===== src/rtl/swap_step_pkg.sv =====
// Package for the exchange-and-step instruction unit.
// Assumes 10-bit instruction words and 4-bit data paths.
package swap_step_pkg;
    // ------------------------------------------------------------
    // Instruction encodings
    // ------------------------------------------------------------
    localparam logic [5:0] op_step_up = 6'h2e;   // Upper six bits, 2E0-2EF
    localparam logic [5:0] op_step_down = 6'h2f; // Upper six bits, 2F0-2FF
    localparam int op_lsb = 4;                   // Opcode field position
    localparam int imm_lsb = 0;                  // Immediate field position
    // ------------------------------------------------------------
    // Reset values and wrap points
    // ------------------------------------------------------------
    localparam logic [3:0] nib_reset = 4'h0;     // Register reset value
    localparam logic [3:0] wrap_up = 4'h0;       // Skip value after increment
    localparam logic [3:0] wrap_down = 4'hf;     // Skip value after decrement
    localparam logic [3:0] nib_one = 4'h1;       // Step size
endpackage


===== src/rtl/swap_step_decode.sv =====
// Decoder for the two exchange-and-step instruction words.
// Assumes a registered instruction word from the same clock domain.
`timescale 1ns/100ps
`default_nettype none
module swap_step_decode (
    // Instruction word
    input wire logic [9:0] instr,
    // Decoded strobes and immediate
    output logic is_up,
    output logic is_down,
    output logic [3:0] imm
);
    // ------------------------------------------------------------
    // Pattern match on upper bits
    // ------------------------------------------------------------
    // Upper six bits pick the form, low four carry the operand
    assign is_up = (instr[9:swap_step_pkg::op_lsb]
        == swap_step_pkg::op_step_up);
    assign is_down = (instr[9:swap_step_pkg::op_lsb]
        == swap_step_pkg::op_step_down);
    assign imm = instr[swap_step_pkg::imm_lsb +: 4];
endmodule // swap_step_decode
`default_nettype wire


===== src/rtl/ram_exchange_step.sv =====
// Execution unit for the swap-and-step instructions of a nibble core.
// Assumes the sequencer presents one word per instruction cycle with
// exec high, and that RAM at ram_pointer reads combinationally.
`timescale 1ns/100ps
`default_nettype none
module ram_exchange_step (
    // Clock and reset
    input wire logic mclk,
    input wire logic resetn,
    // Instruction issue
    input wire logic exec,
    input wire logic [9:0] instr,
    // RAM at the data pointer
    input wire logic [3:0] ram_rdata,
    output logic ram_we,
    output logic [3:0] ram_wdata,
    // Carry flag, passed through untouched
    input wire logic carry_in,
    output logic carry_flag,
    // Register file
    output logic [3:0] acc,
    output logic [3:0] col,
    output logic [3:0] digit,
    // Skip request for the next word
    output logic skip
);
    // ------------------------------------------------------------
    // Decode
    // ------------------------------------------------------------
    logic is_up; // Increment form
    logic is_down; // Decrement form
    logic [3:0] imm; // Immediate operand
    logic do_up; // Increment form issued
    logic do_down; // Decrement form issued

    swap_step_decode u_dec (
        .instr(instr),
        .is_up(is_up),
        .is_down(is_down),
        .imm(imm)
    );

    // Decoded forms only count while exec marks the word valid
    assign do_up = exec & is_up;
    assign do_down = exec & is_down;

    // ------------------------------------------------------------
    // Execution state
    // ------------------------------------------------------------
    // Two states keep the structure; every word retires in one cycle
    typedef enum logic {st_idle, st_run} state_t;
    state_t state; // Idle until first instruction
    state_t next_state;
    logic [3:0] next_acc;
    logic [3:0] next_col;
    logic [3:0] next_digit;
    logic next_skip;
    logic [3:0] stepped; // Digit after the step
    logic [3:0] stepped_up;
    logic [3:0] stepped_down;

    // Write to RAM in the same cycle so the swap reads old data
    assign ram_we = do_up | do_down;
    assign ram_wdata = acc;
    // Carry is never written by these instructions
    assign carry_flag = carry_in;

    // Next-value computation, single cycle per word
    always_comb begin
        stepped_up = digit + swap_step_pkg::nib_one;
        stepped_down = digit - swap_step_pkg::nib_one;
        stepped = digit;
        next_acc = acc;
        next_col = col;
        next_digit = digit;
        next_skip = 1'b0;
        next_state = state;
        case (state)
            st_idle, st_run: begin
                if (do_up || do_down) begin
                    next_state = st_run;
                    // Swap: old memory into accumulator
                    next_acc = ram_rdata;
                    next_col = col ^ imm;
                    if (do_up) begin
                        stepped = stepped_up;
                        next_skip = (stepped_up
                            == swap_step_pkg::wrap_up);
                    end else begin
                        stepped = stepped_down;
                        next_skip = (stepped_down
                            == swap_step_pkg::wrap_down);
                    end
                    next_digit = stepped;
                end
            end
            default: begin
                // Unreachable encodings fall back to idle
                next_state = st_idle;
            end
        endcase
    end

    // Registers only; one edge retires one word
    always_ff @(posedge mclk or negedge resetn) begin
        if (!resetn) begin
            state <= st_idle;
            acc <= swap_step_pkg::nib_reset;
            col <= swap_step_pkg::nib_reset;
            digit <= swap_step_pkg::nib_reset;
            skip <= 1'b0;
        end else begin
            state <= next_state;
            acc <= next_acc;
            col <= next_col;
            digit <= next_digit;
            skip <= next_skip;
        end
    end

    // ------------------------------------------------------------
    // Check helpers
    // ------------------------------------------------------------
    // Opcode match written apart from the decoder, so a decoder fault
    // shows up in the checks instead of agreeing with itself
    function automatic logic swap_word(input logic [9:0] w);
        return (w[9:swap_step_pkg::op_lsb] == swap_step_pkg::op_step_up)
            || (w[9:swap_step_pkg::op_lsb] == swap_step_pkg::op_step_down);
    endfunction

    logic word_hit; // Either form presented with exec
    logic [3:0] last_taken; // Nibble the previous swap took from RAM
    logic [3:0] next_last_taken;
    logic taken_valid; // At least one swap since reset
    logic next_taken_valid;

    assign word_hit = exec && swap_word(instr);

    // Remember what each swap pulled out of memory
    always_comb begin
        next_last_taken = last_taken;
        next_taken_valid = taken_valid;
        if (word_hit) begin
            // Only a swap may move the accumulator
            next_last_taken = ram_rdata;
            next_taken_valid = 1'b1;
        end
    end

    // Helper registers; cleared with the unit
    always_ff @(posedge mclk or negedge resetn) begin
        if (!resetn) begin
            last_taken <= swap_step_pkg::nib_reset;
            taken_valid <= 1'b0;
        end else begin
            last_taken <= next_last_taken;
            taken_valid <= next_taken_valid;
        end
    end
endmodule // ram_exchange_step
`default_nettype wire


===== config.mk =====
export PLATFORM = sky130hd
export DESIGN_NAME = ram_exchange_step
export DESIGN_NICKNAME = d
export VERILOG_FILES = /design/src/rtl/swap_step_pkg.sv /design/src/rtl/swap_step_decode.sv /design/src/rtl/ram_exchange_step.sv
export SDC_FILE = /design/constraint.sdc
export NUM_CORES = 1
export LEC_CHECK = 0
export ABC_CLOCK_PERIOD_IN_PS = 1100
export BUFFER_PORTS_ARGS = -buffer_cell sky130_fd_sc_hd__buf_2
export CELL_PAD_IN_SITES_DETAIL_PLACEMENT = 2
export CELL_PAD_IN_SITES_GLOBAL_PLACEMENT = 2
export CORE_ASPECT_RATIO = 1.1
export CORE_MARGIN = 8
export CORE_UTILIZATION = 22
export DETAILED_ROUTE_END_ITERATION = 12
export GPL_TIMING_DRIVEN = 0
export PLACE_DENSITY = 0.71
export SLEW_MARGIN = 20
export SYNTH_ARGS = -nofsm -noshare
export SYNTH_HDL_FRONTEND = slang
export SYNTH_SLANG_ARGS = --single-unit

===== constraint.sdc =====
create_clock -name mclk -period 1.1 [get_ports mclk]
set_input_delay 0.22 -clock mclk [delete_from_list [all_inputs] [get_ports mclk]]
set_output_delay 0.22 -clock mclk [all_outputs]
set_load 0.01 [all_outputs]

==> metrics.txt, run 1 <==
max-slew violation count 0; routed wire length 2.13 mm; layout cells sized above 1 58.9%; Synth top cells by count 13 x dfrtp_1, 8 x nand2_1, 8 x xnor2_1, 6 x buf_4, 5 x mux2_2; Distinct cells, synth 20; Final WS setup -0.210 ns; Final Hold Fails 0; worst hold start ram_rdata[2]; unrepaired setup endpoints after global routing yes; # DRC 0; H-tree levels 1; reg-to-reg endpoint skip; clock sinks 13; worst slew pin tran 0.300 ns; WL/cell 15.1 um; initial antenna violation count 0; Yosys top cell area share 46.3%; Final Cell Area 1070 sq um; WS Path Type flop to flop; final worst path period share 119%; die width 69.9 um; status finished with violations; Vias/cell 4.46; overflow left after global routing 0; detailed-router iteration count before antenna repair 2; row cnt 21; Crit path arrival time 1.51 ns; area grow syn2layout 51.6%; area of the multi-input gates 355 sq um; Avg Inst Size Synth 11.0 sq um; Synth Cell Area 703 sq um; post-detail-place hpwl 1.65 mm; Slew HR 80.0%; Non-Filler Instances 141; I/O Pins 37; Synthesized Nets 86; Hold EP acc[2]; Synth Instances 64; clock period minus worst slack 1.31 ns; routability congestion estimate from global placement 0.768; Post-synth EDFFs 0; MaxCap Viol Count 0; core area 3050 sq um; vias in the first global route 730; Leak 0.508 nW; GRT Overall Usage 8.11%; Worst R2R Start digit[1]; most frequent cell after synthesis dfrtp_1; Storage cell area 329 sq um; flops & latches, synth 13; DP Worst Slack -0.246 ns; Placed Cells 133; Die Y 75.3 um; Synth Flop Type dfrtp_1; register area share after synthesis 46.3%; number of setup violations in the final report 6; area leader, netlist dfrtp_1; CTS tree built; Hold Path Class input port to flop; vias post-DR 629; Nets 130; Area contributors post-synth dfrtp_1 46%, xnor2_1 10%, mux2_2 8.0%; CTS max path bufs 2; r2r worst-path depth 4; area post-placement 940 sq um; Antenna diodes 0; synth warn 0; die area 5260 sq um; hold path depth 2; first-pass GRT wire length 3.47 mm; PortBufs 35; Max Clk Rate 763 MHz; Crit Path Max Fanout 6; register-to-register setup slack -0.21 ns; CTS Buf Count 3; critical path startpoint category flop; Clock transition at path regs 0.08 ns; Max rail drop VDD 0.889 mV; DR iter-0 viols 9; Async SR Flop Fraction 100%; PwrDens 1780 nW/um^2; clock root cell clkbuf_4; post-route ant nets 0; largest net degree at the start of global routing 14; CP endpoint kind flop; Initial Util 23.1%; worst skew pair latency 0.27 ns; failing checks negative setup slack; fillers 340; Critical Path RT 1.30 ns; Clock Skews 0.000391 ns
==> cell type report <==
class	count	area share (%)
Multi-Input combinational cell	42	33.3
Inverter	2	0.704
Clock buffer	4	2.46
Sequential cell	13	30.9
Tap cell	34	3.99
Buffer	3	2.23
Timing Repair Buffer	43	26.4
==> registers in the layout, indices dropped and copies added, names as in the netlist <==
register / flops
acc: 4
col: 4
digit: 4
skip: 1
==> placed cells by master, fill, tap and decap left out, types with 2 or more instances in the layout <==
cell,Yosys,routed
buf_2,0,28
dfrtp_1,13,10
nand2_1,8,8
buf_6,0,8
xnor2_1,8,8
buf_4,6,8
mux2_2,5,5
o21ai_1,0,3
clkbuf_4,0,3
dfrtp_2,0,3
inv_2,0,2
nand4b_1,2,2
xor2_1,2,2
nor2_1,2,2
ha_4,0,2
ha_1,4,2
==> critical path: stages (launching register included) <==
cell and delay (ns):
dfrtp_2 0.47, or3_4 0.38, a21oi_2 0.13, o211ai_1 0.11
a21boi_1 0.16
==> through the flow <==
| stage | util [%] | hold slack (ns) | power, mW | TNS, ns |
|---|---|---|---|---|
| finish | 35.0 | 0.177 | 1.90 | -0.607 |
| global placement | 30.8 | 0.119 | 1.45 | -1.77 |
| detailed placement | 30.8 | 0.123 | 1.49 | -2.40 |
| CTS | 34.3 | 0.169 | 1.92 | -0.705 |
| global route | 35.0 | 0.175 | 2.05 | -0.959 |
| floorplan | - | -0.0756 | 1.19 | -0.264 |
==> metal layers <==
metal | part of all wire, % | global-route usage, % | routed length, um
met3 | 5.0 | 1.95 | 106
met1 | 40 | 8.94 | 856
met5 | 0 | 0 | 0
met4 | 1.3 | 2.68 | 27
met2 | 53 | 15.1 | 1140
==> logic make-up after synthesis <==
family | after synthesis | share of synthesized area, %
adder cells (fa/ha/maj) | 4 | 7.12
XOR/XNOR | 10 | 12.5
multiplexers | 5 | 8.01
AO/OA/AOI/OAI | 6 | 4.98
AND/OR/NAND/NOR | 17 | 13.2
flip-flops | 13 | 46.3
buffers and inverters | 9 | 8.01
==> power breakdown <==
part | leakage (nW) | internal [mW] | switching [mW]
logic | 0.331 | 0.457 | 0.411
clock network | 0.0150 | 0.140 | 0.159
registers | 0.162 | 0.602 | 0.128
==> worst max path at each step <==
stage             end  slack (ns)     start  cells after the start
4_1_cts          skip       -0.21  digit[0]                      4
2_1_floorplan    skip       -0.10  digit[0]                      4
6_report         skip       -0.21  digit[1]                      4
3_5_place_dp   ram_we       -0.25  instr[8]                      5
5_1_grt          skip       -0.27  digit[1]                      5
3_3_place_gp   ram_we       -0.21  instr[8]                      5
==> repair_timing <==
| action | CTS | global route |
|---|---|---|
| pin swaps | 1 | 3 |
| hold buffers | 1 | 0 |
| cloned | 0 | 0 |
| hold endpoints to repair | 13 | 0 |
| buffers inserted | 5 | 2 |
| setup endpoints to repair | 12 | 7 |
| gates resized for setup | 12 | 1 |
(Power assumes the default switching activity.)
==> inputs of run 2 (changes only) <==
--- a/config.mk
+++ b/config.mk
@@ -5,16 +5,14 @@
 export SDC_FILE = /design/constraint.sdc
 export NUM_CORES = 1
 export LEC_CHECK = 0
-export ABC_CLOCK_PERIOD_IN_PS = 1100
+export ABC_CLOCK_PERIOD_IN_PS = 1290
 export BUFFER_PORTS_ARGS = -buffer_cell sky130_fd_sc_hd__buf_2
-export CELL_PAD_IN_SITES_DETAIL_PLACEMENT = 2
-export CELL_PAD_IN_SITES_GLOBAL_PLACEMENT = 2
 export CORE_ASPECT_RATIO = 1.1
 export CORE_MARGIN = 8
-export CORE_UTILIZATION = 22
+export CORE_UTILIZATION = 43
 export DETAILED_ROUTE_END_ITERATION = 12
 export GPL_TIMING_DRIVEN = 0
-export PLACE_DENSITY = 0.71
+export PLACE_DENSITY = 0.76
 export SLEW_MARGIN = 20
 export SYNTH_ARGS = -nofsm -noshare
 export SYNTH_HDL_FRONTEND = slang
==> constraint.sdc (replaced) <==
create_clock -name mclk -period 1.29 [get_ports mclk]
set_input_delay 0.258 -clock mclk [delete_from_list [all_inputs] [get_ports mclk]]
set_output_delay 0.258 -clock mclk [all_outputs]
set_load 0.01 [all_outputs]
==> metrics.txt, run 2 (synthesis gave the netlist of run 1 again) <==
status finished with violations; failing checks negative setup slack; total power 1.59 mW; worst skew pair latency 0.27 ns; switching power 571 uW; fillers 128; clock root cell clkbuf_4; clock period minus worst slack 1.30 ns; area grow syn2layout 44.0%; Logic pwr share 46.1%; Max Clk Rate 767 MHz; CTS max path bufs 2; core area 1560 sq um; Placed Cells 116; overflow left after global routing 0; CP endpoint kind flop; Hold Path Class input port to flop; Int Power 1.02 mW; final worst path period share 101%; H-tree levels 1; critical path startpoint category flop; # DRC 0; WS Path Type flop to flop; unrepaired setup endpoints after global routing yes; MaxCap Viol Count 0; Antenna diodes 0; vias post-DR 624; PortBufs 35; clock sinks 13; die width 54.6 um; Clock Skews 0.00341 ns; PwrDens 1570 nW/um^2; layout cells sized above 1 59.6%; DR iter-0 viols 10; Crit path arrival time 1.45 ns; initial antenna violation count 0; Non-Filler Instances 126; Die Y 58.4 um; part of the power in registers 38.7%; worst slew pin tran 0.291 ns; Leak 0.519 nW; Nets 132; Critical Path RT 1.44 ns; CTS Buf Count 3; Final Hold Fails 0; Vias/cell 4.95; Max rail drop VDD 0.743 mV; routability congestion estimate from global placement 0.736; number of setup violations in the final report 1; biggest registers after layout acc: 4 flops, col: 4 flops, digit: 4 flops; largest net degree at the start of global routing 14; routed wire length 1.80 mm; Crit Path Max Fanout 5; row cnt 15; Clock transition at path regs 0.08 ns; Slew HR 80.6%; Clock Power Share 15.2%; Initial Util 45.1%; commonest non-fill, non-tap cells in the layout 35 x buf_2, 11 x dfrtp_1, 9 x buf_4; I/O Pins 37; commonest non-fill, non-tap cell in the layout buf_2; WL/cell 14.2 um; CTS tree built; post-route ant nets 0; die area 3190 sq um; Final WS setup -0.0134 ns; max-slew violation count 0; GRT Overall Usage 11.1%; first-pass GRT wire length 2.73 mm; vias in the first global route 636; detailed-router iteration count before antenna repair 4; switching part of the total 35.9%
run 2: changes by cell type in the layout (fill, tap and decap cells not counted), sizes merged:
cell | before | now
buf | 44 | 46
run 2: cell type report:
cell class / instances / area [sq um] / area share [%]
Clock buffer: 4 / 26.3 / 2.60
Tap cell: 17 / 21.3 / 2.10
Timing Repair Buffer: 41 / 226 / 22.4
Buffer: 7 / 53.8 / 5.32
Inverter: 2 / 7.51 / 0.742
Sequential cell: 13 / 328 / 32.4
Multi-Input combinational cell: 42 / 349 / 34.5
run 2: path summary, 6_finish.rpt:
check	slack, ns	endpoint	from	cells past startpoint
min in group asynchronous	0.39	digit[2]	resetn	2
max	-0.01	skip	digit[1]	5
max reg2reg	-0.01	skip	digit[1]	5
max in group asynchronous	0.65	digit[0]	resetn	2
min reg2reg	0.47	col[0]	col[0]	1
min	0.22	acc[1]	ram_rdata[1]	2
run 2: power by group through the flow:
stage	clock, mW	combinational (mW)	sequential [mW]
floorplan	0	0.315	0.659
global placement	0	0.559	0.615
detailed placement	0	0.576	0.620
CTS	0.249	0.670	0.600
global route	0.276	0.803	0.631
finish	0.242	0.734	0.617
run 2: per-stage QoR:
stage | cell area [sq um] | TNS (ns) | hold slack (ns) | util (%) | worst slack [ns]
CTS | 976 | 0 | 0.220 | 62.7 | 0.000245
finish | 1010 | -0.0134 | 0.222 | 65.0 | -0.0134
global placement | 901 | -0.0775 | 0.152 | 57.8 | -0.0775
global route | 1010 | -0.0866 | 0.215 | 65.0 | -0.0633
floorplan | 704 | 0 | -0.0376 | - | 0.0242
detailed placement | 901 | -0.123 | 0.158 | 57.8 | -0.0861
run 2: repair_timing:
| action | 4_1_cts | 5_1_grt |
|---|---|---|
| resized for setup | 1 | 12 |
| endpoints found under the hold margin | 13 | 0 |
| hold buffers | 1 | 0 |
| setup endpoints to repair | 3 | 4 |
| buffers inserted | 5 | 0 |
| pin swaps | 1 | 2 |
run 2: worst max-delay path, stage by stage (launching register included):
cell      delay, ns
dfrtp_2        0.45
buf_4          0.16
o21ai_0        0.24
a21oi_2        0.08
o211ai_1       0.17
a21boi_1       0.09
run 2: metal layers:
metal	GRT usage (%)	vias to the layer above	part of all wire, %
li1	-	296	-
met4	4.23	0	1.3
met3	4.28	2	12
met5	0	-	0
met2	18.7	31	50
met1	12.0	295	37
